## src/port_d_pkg.sv

```systemverilog
/*
 * Shared constants for the port D pin function multiplexer: register byte
 * offsets on the APB slave, field positions and values after reset.
 * Assumes a 32-bit APB bus where each register takes one aligned word.
 */
package port_d_pkg;

	// register byte offsets
	localparam logic [7:0] OFS_PIN_LEVELS   = 8'h00;
	localparam logic [7:0] OFS_OUT_LATCH    = 8'h04;
	localparam logic [7:0] OFS_DIRECTION    = 8'h08;
	localparam logic [7:0] OFS_PAD_PULLUP   = 8'h0c;
	localparam logic [7:0] OFS_OPEN_DRAIN   = 8'h10;
	localparam logic [7:0] OFS_ANALOG_UPPER = 8'h14;
	localparam logic [7:0] OFS_PAR_PORT_CTL = 8'h18;

	// field positions
	localparam int PAR_SLAVE_SEL_BIT  = 4;
	localparam int PORT_D_PULLUP_BIT  = 7;
	localparam int PORT_E_PULLUP_BIT  = 6;
	localparam int PORT_F_PULLUP_BIT  = 5;
	localparam int PORT_G_PULLUP_BIT  = 4;
	localparam int CUR_SRC_SEL_BIT    = 0;
	localparam int OD_COMPARE1_BIT    = 2;
	localparam int OD_SERIAL2_BIT     = 1;

	// pins of the upper half that carry peripheral functions
	localparam int PIN_CAPTURE = 4;
	localparam int PIN_PWM_B   = 5;
	localparam int PIN_TX_CLK  = 6;
	localparam int PIN_RX_DATA = 7;

	// values after reset
	localparam logic [7:0] DIRECTION_RST    = 8'hff;
	localparam logic [7:0] OUT_LATCH_RST    = 8'h00;
	localparam logic [7:0] PAD_PULLUP_RST   = 8'h80;
	localparam logic [7:0] OPEN_DRAIN_RST   = 8'h00;
	localparam logic [7:0] ANALOG_UPPER_RST = 8'h00;
	localparam logic [7:0] PAR_PORT_CTL_RST = 8'h00;
	localparam logic [7:0] PIN_LEVELS_RST   = 8'h00;

	// pad bits that can exist at all (bits 3..1 are reserved)
	localparam logic [7:0] PAD_MASK_64  = 8'hf1;
	localparam logic [7:0] PAD_MASK_44  = 8'hc1;
	localparam logic [7:0] PAD_MASK_28  = 8'h01;
	localparam logic [7:0] PAR_CTL_MASK = 8'h10;

endpackage : port_d_pkg

```

## src/pin_sampler.sv

```systemverilog
/*
 * Samples the pad input levels once per clock into a register.
 * Assumes pad inputs are already synchronous to pclk.
 */
`timescale 1ns/1ns
module pin_sampler
	import port_d_pkg::*;
#(
	parameter int WIDTH = 8
)
(
	// clock and reset
	input  wire logic             pclk,
	input  wire logic             presetn,
	// pad side
	input  wire logic [WIDTH-1:0] pad_in,
	// sampled levels
	output logic      [WIDTH-1:0] level_r
);

	// one register stage; peripherals and software read the same copy
	always_ff @(posedge pclk or negedge presetn)
	begin
		if (!presetn)
			level_r <= WIDTH'(PIN_LEVELS_RST);
		else
			level_r <= pad_in;
	end

endmodule : pin_sampler

```

## src/port_pin_cell.sv

```systemverilog
/*
 * One pad cell: picks the driven value and the output enable from the port
 * latch, a peripheral function or the parallel slave bus, and gates the
 * weak pull-up. Outputs are registered.
 * Assumes the caller has already resolved which peripheral owns the pin.
 */
`timescale 1ns/1ns
module port_pin_cell
	import port_d_pkg::*;
(
	// clock and reset
	input  wire logic pclk,
	input  wire logic presetn,
	// software controls
	input  wire logic dir,
	input  wire logic latch,
	input  wire logic pullup_en,
	input  wire logic open_drain,
	// parallel slave bus
	input  wire logic psp_own,
	input  wire logic psp_drive,
	input  wire logic psp_out,
	// peripheral function
	input  wire logic fn_sel,
	input  wire logic fn_out,
	input  wire logic fn_force,
	input  wire logic fn_tristate,
	// pad
	output logic      pad_out_r,
	output logic      pad_oe_r,
	output logic      pad_pullup_r
);

	logic want_drive;
	logic value_nxt;
	logic oe_nxt;

	// bus owns the pin outright, direction bit is ignored
	assign want_drive = psp_own ? psp_drive : ((fn_sel && fn_force) || !dir);
	assign value_nxt  = psp_own ? psp_out : (fn_sel ? fn_out : latch);
	// open drain lets the pad float instead of driving high
	assign oe_nxt     = want_drive && !(!psp_own && fn_sel && fn_tristate)
	                    && !(!psp_own && open_drain && value_nxt);

	always_ff @(posedge pclk or negedge presetn)
	begin
		if (!presetn)
		begin
			pad_out_r    <= 1'b0;
			pad_oe_r     <= 1'b0;
			pad_pullup_r <= 1'b0;
		end
		else
		begin
			pad_out_r    <= value_nxt;
			pad_oe_r     <= oe_nxt;
			pad_pullup_r <= pullup_en && !oe_nxt;
		end
	end

endmodule : port_pin_cell

```

## src/port_d_pin_function_mux.sv

```systemverilog
/*
 * Port D pin function multiplexer with its APB register file: port latch,
 * direction, pad pull-up config, open drain, analog select and the parallel
 * port control. Upper pins carry compare/PWM and serial 2 functions.
 * Assumes peripherals give their enables and outputs synchronous to pclk,
 * and the pads resolve out/oe/pull-up into a pin level.
 */
// Decided for this implementation: the APB register port and the address map.
// How it works
// - each pin has its own direction bit; zero drives the latch onto it.
// - every reset leaves all port pins as digital inputs.
// - weak pull-up is removed whenever the pin drives.
// - parallel slave select bit 4 hands all eight pins to the slave bus.
// - pin 4 drives compare/PWM at direction zero, feeds capture at one.
// - pins 4 and 5 carry PWM A and B, may float on shutdown.
// - pins 6 and 7 carry PWM C and D, may float on shutdown.
// - pin 6 drives serial 2 transmit at direction zero, over the latch.
// - pin 6 is serial 2 clock, output at zero, input at one.
// - pin 7 feeds serial 2 receive when direction bit is one.
// - pin 7 carries sync data; transmit overrides, receive needs direction one.
// - under the slave bus, pins are bidirectional data, direction ignored.
// - serial 2 functions reach pins 6 and 7 only in 40 and 44 pin parts.
// - pad config holds pull-ups in bits 7..4, current source in bit 0.
`timescale 1ns/1ns
module port_d_pin_function_mux
	import port_d_pkg::*;
#(
	parameter int PIN_COUNT = 44
)
(
	// clock and reset
	input  wire logic        pclk,
	input  wire logic        presetn,
	// apb slave
	input  wire logic        psel,
	input  wire logic        penable,
	input  wire logic        pwrite,
	input  wire logic [7:0]  paddr,
	input  wire logic [31:0] pwdata,
	input  wire logic [3:0]  pstrb,
	output logic      [31:0] prdata,
	output logic             pready,
	output logic             pslverr,
	// pads
	input  wire logic [7:0]  pad_in,
	output logic      [7:0]  pad_out,
	output logic      [7:0]  pad_oe,
	output logic      [7:0]  pad_pullup,
	// compare/pwm unit
	input  wire logic        ccp_out_en,
	input  wire logic        ccp_out,
	input  wire logic [3:0]  pwm_en,
	input  wire logic [3:0]  pwm_out,
	input  wire logic        pwm_shutdown,
	input  wire logic [3:0]  pwm_tri_cfg,
	output logic             capture_in,
	// serial transceiver 2
	input  wire logic        s2_tx_en,
	input  wire logic        s2_tx,
	input  wire logic        s2_clk_out_en,
	input  wire logic        s2_clk_out,
	input  wire logic        s2_data_out_en,
	input  wire logic        s2_data_out,
	output logic             s2_rx,
	output logic             s2_clk_in,
	output logic             s2_data_in,
	// parallel slave bus
	input  wire logic        psp_drive,
	input  wire logic [7:0]  psp_data_out,
	output logic      [7:0]  psp_data_in,
	output logic             psp_mode,
	// pad controls for other blocks
	output logic             current_source_select
);

	// elaboration check; no other package variant has a pad mask
	if (PIN_COUNT != 28 && PIN_COUNT != 40 && PIN_COUNT != 44 && PIN_COUNT != 64)
	begin : g_bad_pin_count
		$error("PIN_COUNT must be 28, 40, 44 or 64");
	end

	// package variant decides which pad bits exist and where serial 2 sits
	localparam logic [7:0] PAD_MASK = (PIN_COUNT == 64) ? PAD_MASK_64 :
	                                  (PIN_COUNT == 28) ? PAD_MASK_28 : PAD_MASK_44;
	localparam logic       SER2_HERE = (PIN_COUNT == 40 || PIN_COUNT == 44);

	// registers
	logic [7:0] out_latch_r;
	logic [7:0] direction_r;
	logic [7:0] pad_cfg_r;
	logic [7:0] open_drain_r;
	logic [7:0] analog_upper_r;
	logic [7:0] par_ctl_r;
	logic [7:0] pin_level_r;
	logic [31:0] prdata_r;
	logic        pslverr_r;

	// apb decode
	logic        setup_ph;
	logic        wr_acc;
	logic        byte0_wr;
	logic        hit_lvl;
	logic        hit_lat;
	logic        hit_dir;
	logic        hit_pad;
	logic        hit_od;
	logic        hit_an;
	logic        hit_par;
	logic        mapped;
	logic [7:0]  rd_byte;

	assign setup_ph = psel && !penable;
	assign wr_acc   = psel && penable && pwrite;
	assign byte0_wr = wr_acc && pstrb[0];
	assign hit_lvl  = (paddr == OFS_PIN_LEVELS);
	assign hit_lat  = (paddr == OFS_OUT_LATCH);
	assign hit_dir  = (paddr == OFS_DIRECTION);
	assign hit_pad  = (paddr == OFS_PAD_PULLUP);
	assign hit_od   = (paddr == OFS_OPEN_DRAIN);
	assign hit_an   = (paddr == OFS_ANALOG_UPPER);
	assign hit_par  = (paddr == OFS_PAR_PORT_CTL);
	assign mapped   = hit_lvl || hit_lat || hit_dir || hit_pad || hit_od || hit_an || hit_par;

	// read mux; missing pad bits read back as zero
	assign rd_byte = hit_lvl ? pin_level_r :
	                 hit_lat ? out_latch_r :
	                 hit_dir ? direction_r :
	                 hit_pad ? (pad_cfg_r & PAD_MASK) :
	                 hit_od  ? open_drain_r :
	                 hit_an  ? analog_upper_r :
	                 hit_par ? par_ctl_r : 8'h00;

	// answer is captured in setup so prdata comes from a flop; no wait states
	always_ff @(posedge pclk or negedge presetn)
	begin
		if (!presetn)
		begin
			prdata_r  <= 32'h0000_0000;
			pslverr_r <= 1'b0;
		end
		else if (setup_ph)
		begin
			prdata_r  <= {24'h00_0000, rd_byte};
			pslverr_r <= !mapped;
		end
	end

	assign prdata  = prdata_r;
	assign pslverr = pslverr_r;
	assign pready  = 1'b1;

	// software registers; writes land only at the access edge
	always_ff @(posedge pclk or negedge presetn)
	begin
		if (!presetn)
		begin
			out_latch_r    <= OUT_LATCH_RST;
			direction_r    <= DIRECTION_RST;
			pad_cfg_r      <= PAD_PULLUP_RST;
			open_drain_r   <= OPEN_DRAIN_RST;
			analog_upper_r <= ANALOG_UPPER_RST;
			par_ctl_r      <= PAR_PORT_CTL_RST;
		end
		else if (byte0_wr)
		begin
			if (hit_lvl || hit_lat)
				out_latch_r <= pwdata[7:0];
			if (hit_dir)
				direction_r <= pwdata[7:0];
			if (hit_pad)
				pad_cfg_r <= pwdata[7:0] & PAD_MASK;
			if (hit_od)
				open_drain_r <= pwdata[7:0];
			if (hit_an)
				analog_upper_r <= pwdata[7:0];
			if (hit_par)
				par_ctl_r <= pwdata[7:0] & PAR_CTL_MASK;
		end
	end

	// pad sampling
	pin_sampler #(
		.WIDTH   (8)
	) u_sampler (
		.pclk    (pclk),
		.presetn (presetn),
		.pad_in  (pad_in),
		.level_r (pin_level_r)
	);

	// function selection per upper pin
	logic [7:0] fn_sel;
	logic [7:0] fn_out;
	logic [7:0] fn_force;
	logic [7:0] fn_tri;
	logic [7:0] od_en;
	logic       ser_tx6;
	logic       ser_dt7;
	logic       pu_en;

	assign psp_mode = par_ctl_r[PAR_SLAVE_SEL_BIT];
	// pull-ups come up disabled; setting the bit turns them off
	assign pu_en    = PAD_MASK[PORT_D_PULLUP_BIT] && !pad_cfg_r[PORT_D_PULLUP_BIT];
	assign current_source_select = pad_cfg_r[CUR_SRC_SEL_BIT];

	// serial 2 wins over PWM on pins 6 and 7; PWM still works in other parts
	assign ser_tx6 = SER2_HERE && (s2_tx_en || s2_clk_out_en);
	assign ser_dt7 = SER2_HERE && s2_data_out_en;

	assign fn_sel[3:0]   = 4'h0;
	assign fn_out[3:0]   = 4'h0;
	assign fn_force[3:0] = 4'h0;
	assign fn_tri[3:0]   = 4'h0;
	assign od_en[3:0]    = 4'h0;

	// pin 4: PWM channel A has the pin before plain compare
	assign fn_sel[4]   = pwm_en[0] || ccp_out_en;
	assign fn_out[4]   = pwm_en[0] ? pwm_out[0] : ccp_out;
	assign fn_force[4] = 1'b0;
	assign fn_tri[4]   = pwm_en[0] && pwm_shutdown && pwm_tri_cfg[0];
	assign od_en[4]    = open_drain_r[OD_COMPARE1_BIT];

	// pin 5: PWM channel B
	assign fn_sel[5]   = pwm_en[1];
	assign fn_out[5]   = pwm_out[1];
	assign fn_force[5] = 1'b0;
	assign fn_tri[5]   = pwm_shutdown && pwm_tri_cfg[1];
	assign od_en[5]    = open_drain_r[OD_COMPARE1_BIT];

	// pin 6: serial transmit or sync clock, else PWM channel C
	assign fn_sel[6]   = ser_tx6 || pwm_en[2];
	assign fn_out[6]   = ser_tx6 ? (s2_tx_en ? s2_tx : s2_clk_out) : pwm_out[2];
	assign fn_force[6] = 1'b0;
	assign fn_tri[6]   = !ser_tx6 && pwm_shutdown && pwm_tri_cfg[2];
	assign od_en[6]    = ser_tx6 ? open_drain_r[OD_SERIAL2_BIT] : open_drain_r[OD_COMPARE1_BIT];

	// pin 7: sync data transmit drives whatever the direction bit says
	assign fn_sel[7]   = ser_dt7 || pwm_en[3];
	assign fn_out[7]   = ser_dt7 ? s2_data_out : pwm_out[3];
	assign fn_force[7] = ser_dt7;
	assign fn_tri[7]   = !ser_dt7 && pwm_shutdown && pwm_tri_cfg[3];
	assign od_en[7]    = ser_dt7 ? open_drain_r[OD_SERIAL2_BIT] : open_drain_r[OD_COMPARE1_BIT];

	// one pad cell per pin
	for (genvar i = 0; i < 8; i++)
	begin : g_pin
		port_pin_cell u_cell (
			.pclk         (pclk),
			.presetn      (presetn),
			.dir          (direction_r[i]),
			.latch        (out_latch_r[i]),
			.pullup_en    (pu_en),
			.open_drain   (od_en[i]),
			.psp_own      (psp_mode),
			.psp_drive    (psp_drive),
			.psp_out      (psp_data_out[i]),
			.fn_sel       (fn_sel[i]),
			.fn_out       (fn_out[i]),
			.fn_force     (fn_force[i]),
			.fn_tristate  (fn_tri[i]),
			.pad_out_r    (pad_out[i]),
			.pad_oe_r     (pad_oe[i]),
			.pad_pullup_r (pad_pullup[i])
		);
	end

	// inputs toward peripherals; capture and serial 2 gated by the direction bit, capture also by slave bus mode; slave bus data ungated
	assign capture_in  = direction_r[PIN_CAPTURE] && !psp_mode && pin_level_r[PIN_CAPTURE];
	assign s2_clk_in   = SER2_HERE && direction_r[PIN_TX_CLK] && pin_level_r[PIN_TX_CLK];
	assign s2_rx       = SER2_HERE && direction_r[PIN_RX_DATA] && pin_level_r[PIN_RX_DATA];
	assign s2_data_in  = SER2_HERE && direction_r[PIN_RX_DATA] && pin_level_r[PIN_RX_DATA];
	assign psp_data_in = pin_level_r;
endmodule : port_d_pin_function_mux

```

## config.mk

```make
export PLATFORM = sky130hd
export DESIGN_NAME = port_d_pin_function_mux
export DESIGN_NICKNAME = d
export VERILOG_FILES = /design/src/port_d_pkg.sv /design/src/pin_sampler.sv /design/src/port_pin_cell.sv /design/src/port_d_pin_function_mux.sv
export SDC_FILE = /design/constraint.sdc
export NUM_CORES = 1
export LEC_CHECK = 0
export ABC_AREA = 0
export BUFFER_PORTS_ARGS = -buffer_cell sky130_fd_sc_hd__buf_2
export CORE_MARGIN = 2
export CORE_UTILIZATION = 36
export DETAILED_ROUTE_END_ITERATION = 16
export GPL_TIMING_DRIVEN = 0
export PLACE_DENSITY_LB_ADDON = 0.08
export SYNTH_ARGS = -nofsm -noshare
export SYNTH_HDL_FRONTEND = slang
export SYNTH_SLANG_ARGS = --single-unit
export TNS_END_PERCENT = 20
```

## constraint.sdc

```tcl
create_clock -name pclk -period 1.8 [get_ports pclk]
set_clock_uncertainty 0.15 [all_clocks]
set_input_delay 0.54 -clock pclk [delete_from_list [all_inputs] [get_ports pclk]]
set_output_delay 0.54 -clock pclk [all_outputs]
set_load 0.02 [all_outputs]
```

[After elaboration in Yosys (flattened, before gate mapping)]
Index checks and enable logic that the tools add are counted.
Storage, ports and cells
  output and inout bits: 72
  logic and storage cells: 167
  flip-flop bits (word level): 77
  input bits: 87
Operators by class
  reduce and logical (&&, ||, !) cells: 95
  mux-type cells: 33
  equality and inequality tests: 6
Operator list (number)
  $mux 8: 6
  $logic_and 1x1->1: 47
  $logic_not 1->1: 30
  $mux 1: 26
  $eq 8x5->1 const B: 3
  $eq 8x4->1 const B: 2
  $reduce_and 2->1: 6
  $logic_or 1x1->1: 11
  $eq 8x3->1 const B: 1
  $logic_not 8->1: 1
  $mux 5: 1

[Logic depth before layout (Yosys ltp)]
  depth after elaboration: 10
  mapped depth: 6
  gate-level depth less buffers: 4

[Modules after synthesis]
A second synthesis with hierarchy kept.
Second synthesis, totals
  cells, all modules: 339
  area total of the unflattened synthesis: 3946.3 µm²
By module, submodules not included
  port_d_pin_function_mux: cells each 235, seq. area each 1137.3 µm², area each 2544.9 µm², instances 1
  port_pin_cell: cells each 12, seq. area each 75.1 µm², area each 150.1 µm², instances 8
  pin_sampler: cells each 8, seq. area each 200.2 µm², area each 200.2 µm², instances 1

[Worst setup path before layout]
OpenSTA, ideal clock, no wires.
  kind: input to register
  start: input port paddr[2]
  end: register direction_r[0]
  cell stages on the path: 5
  data required time: 1.568 ns
  arrival: 1.693 ns
  slack: -0.125 ns
  buffers on the path: 1
  library setup time: 0.082 ns
  cell sequence: buf_2 -> and2b_1 -> and3_1 -> nand2_1 -> mux2_2
Between the ends
  cells in the longest elaborated chain, start to end: 2
RTL lines
  start: declaration: line port_d_pin_function_mux.sv:38  | input wire logic [7:0] paddr,
  $eq 8x4->1: line port_d_pin_function_mux.sv:117  | assign hit_dir = (paddr == OFS_DIRECTION);
  $reduce_and 2->1 (no source line)
  end signal: assignment: line port_d_pin_function_mux.sv:169  | direction_r <= pwdata[7:0];
  end: declaration: line port_d_pin_function_mux.sv:89  | logic [7:0] direction_r;
No other way between the ends.
A chain may end at the register's enable or synchronous reset.

[Worst setup path in the final report]
  start: register direction_r[7]
  end: output port s2_rx
Between the ends
  cells in the longest elaborated chain, start to end: 1
RTL lines
  $logic_and 1x1->1: line port_d_pin_function_mux.sv:270  | assign s2_rx = SER2_HERE && direction_r[PIN_RX_DATA] && pin_level_r[PIN_RX_DATA];
  end: declaration: line port_d_pin_function_mux.sv:64  | output logic s2_rx,
No other way between the ends.

==> flow_metrics.py <==
metrics = {
    "run_status": {
        "status": "complete, but fails checks",
        "violations": "negative setup slack",
    },
    "sta": {
        "setup_ws_ns": -0.1160,
        "grt_setup_unrepaired": "true",
        "tightest_slew_ns": 0.5866,
        "slew_viol_final": 0,
        "final_hold_viol_count": 0,
        "relSlewSlack": 0.6089,
        "fmax_mhz": 521.9,
        "hold_slack_ns": 0.1353,
        "setup_viol_count_final": 4,
        "min_period_over_period": 1.064,
        "fin_crit_ns": 1.916,
    },
    "worst_hold_path": {
        "hold_path.class": "primary input to register",
    },
    "die": {
        "coreArea_um2": 10320,
        "num_rows": 37,
        "start_util": 0.3717,
        "die_width_um": 107.2,
        "io_pins": 159,
        "die_h_um": 107.2,
        "design.die.area_um2": 11500,
    },
    "setup_path": {
        "worstPathMaxFanout": 2,
        "slowest_stage": "dfstp_2",
        "rrSetupSlack_ns": 0.14,
        "critPathTopFamily": "flip-flops",
        "crit_type": "register to output pin",
        "r2r_end": "g_pin[0].u_cell.pad_out_r$_DFF_PN0_",
        "path_common_cell": "buf_6",
        "cp.depth": 3,
        "cp.arrival_ns": 1.23,
        "rr_startpoint": "par_ctl_r[4]$_DFFE_PN0P_",
        "crit_buf_inv": 2,
        "ff2ff_path_depth": 3,
        "crit_path_end_kind": "output pin",
        "endpoint": "s2_rx",
        "worst_setup_path_start_kind": "register",
        "crit_start": "direction_r[7]$_DFFE_PN1P_",
        "required_ns": 1.11,
        "path_cells": "and2_4 > buf_6 > buf_6",
        "max_stage_delay_ns": 0.54,
    },
    "routing": {
        "vias_per_cell": 4.750,
        "highest_layer": "met4",
        "wl_met3_um": 536,
        "ant_nets": 0,
        "vias": 2964,
        "wire_per_inst_um": 15.80,
        "remaining_drc_errors": 0,
        "wl_um": 9858,
        "wl_met1_um": 4259,
        "drt_iter0_drc": 113,
        "wl_met2_um": 4892,
        "dr.pass1.iters": 4,
    },
    "cts": {
        "cts_inserted_buffers": 9,
        "clock_path_buffers": 2,
        "root_buffer": "clkbuf_8",
        "cts.sinks": 77,
        "clk_latency_ns": 0.35,
        "cts.htree.levels": 3,
        "cts_tree": "done",
        "path_clk_slew_ns": 0.08,
    },
    "synthesis": {
        "ys_seq_area_frac": 0.5051,
        "ys.warnings.count": 0,
        "synthArstFlopShare": 1.000,
        "synth_edf_count": 0,
        "yosys.area.top_type": "dfrtp_1",
        "avgSynthCellArea_um2": 11.63,
        "synthCells": 330,
        "syn_area_um2": 3837,
        "ys_types": 52,
        "synth_seq_cells": 77,
        "yosys-top-cells-count": "dfrtp_1 (68), buf_4 (51), mux2_2 (42)",
        "yosys-top-cells-area": "dfrtp_1 (44%), mux2_2 (12%), buf_4 (10%)",
        "synth_top_area_share": 0.4434,
        "synthFlopType": "dfrtp_1",
        "yosysMostFrequentCell": "dfrtp_1",
    },
    "power_and_ir_drop": {
        "leakage_nw": 2.603,
        "vdd_ir_drop_max_mv": 0.3016,
        "p_per_area_nw_per_um2": 726.1,
    },
    "grt": {
        "grt_first_pass_wirelength_um": 15370,
        "grt_overflow": 0,
        "grt_max_degree": 73,
        "grt_pass1_vias": 2918,
        "grt_use_total": 0.1765,
        "antenna_found_initial": 0,
    },
    "finish": {
        "regArea_um2": 1939,
        "n_fill_cell": 986,
        "multi_input_area_um2": 1612,
        "nets": 570,
        "fin_area_um2": 5112,
        "area_delta_synth_final_pct": 33.22,
        "n_antenna_cell": 0,
        "drive_gt1_frac": 0.5328,
    },
    "job": {
        "maxCapViolCount": 0,
    },
    "place": {
        "portBuffers": 105,
        "place_area_um2": 4673,
        "place_hpwl_um": 7230,
        "gp_congestion": 0.7899,
    },
}
[logic make-up (layout without fill, tap and decap cells)]
group,Yosys count,after routing,share of synthesized area
DFF,77,77,0.5051
buffers and inverters,67,202,0.1164
and+or+nand+nor,66,66,0.1053
AOI/OAI and AO/OA,63,63,0.1131
muxes,55,55,0.1581
other,2,25,0.001957
[cell type report]
cell class	instances	share of cell area
Clock inverter	7	0.01762
Clock buffer	9	0.02423
Sequential cell	77	0.3793
Inverter	6	0.005140
Tap cell	136	0.03328
Timing Repair Buffer	120	0.1410
Buffer	60	0.08419
Multi-Input combinational cell	209	0.3152
[how the worst min path moves through the flow]
stage | from | depth (start not counted) | to | slack (ns)
after floorplan | presetn | 0 | analog_upper_r[0]$_DFFE_PN0P_ | 0.09
after global placement | prdata[5]$_DFFE_PN0P_ | 2 | prdata[5]$_DFFE_PN0P_ | 0.31
after detailed placement | presetn | 1 | prdata[0]$_DFFE_PN0P_ | 0.21
after CTS | pad_in[5] | 1 | u_sampler.level_r[5]$_DFF_PN0_ | 0.12
after global routing | pad_in[5] | 1 | u_sampler.level_r[5]$_DFF_PN0_ | 0.12
final | pad_in[5] | 1 | u_sampler.level_r[5]$_DFF_PN0_ | 0.14
[routing by layer]
metal	track usage	up-vias
met3	0.02796	16
met2	0.2961	103
met5	0	-
met4	0.06308	0
met1	0.2306	1430
li1	-	1415
[through the flow]
stage	setup slack (ns)	util	std cells	TNS (ns)	total power [mW]
global placement	-0.6401	0.4498	594	-54.45	2.293
detailed placement	-0.6566	0.4527	595	-20.33	2.306
global route	-0.1709	0.4952	624	-0.4952	3.886
floorplan	-0.1121	-	353	-2.282	2.103
finish	-0.1160	0.4952	624	-0.3216	3.712
CTS	-0.1630	0.4915	620	-0.6732	3.749
[layout by cell type (no fill, tap or decap), drive strengths merged, types with 3 or more instances in the layout]
cell type | Yosys | layout
conb | 2 | 25
and2 | 6 | 6
dfstp | 9 | 9
nor3 | 4 | 4
a31oi | 7 | 7
clkbuf | 5 | 13
and3 | 4 | 4
inv | 6 | 5
a21boi | 3 | 3
buf | 56 | 175
o31ai | 5 | 5
a21oi | 9 | 9
nor2 | 13 | 13
a21o | 4 | 4
clkinvlp | 0 | 3
a22o | 3 | 3
dfrtp | 68 | 68
mux2 | 45 | 45
nand2b | 5 | 5
clkinv | 0 | 3
o21ai | 12 | 12
nor2b | 5 | 5
nand3 | 5 | 5
nand2 | 16 | 16
mux2i | 10 | 10
[where the power goes]
group	switching (mW)	internal, mW	total (mW)
Combinational	0.281	0.211	0.492
Clock	0.652	0.773	1.42
Sequential	0.0217	1.77	1.79
Total	0.955	2.76	3.71
[repair_timing]
item / 4_1_cts / 5_1_grt
hold buffers: 1 / 0
setup buffers: 8 / 5
gates resized for setup: 29 / 5
endpoints found under the setup margin: 33 / 25
endpoints found under the hold margin: 4 / 0
pin swaps: 5 / 3
(Power assumes the default switching activity.)
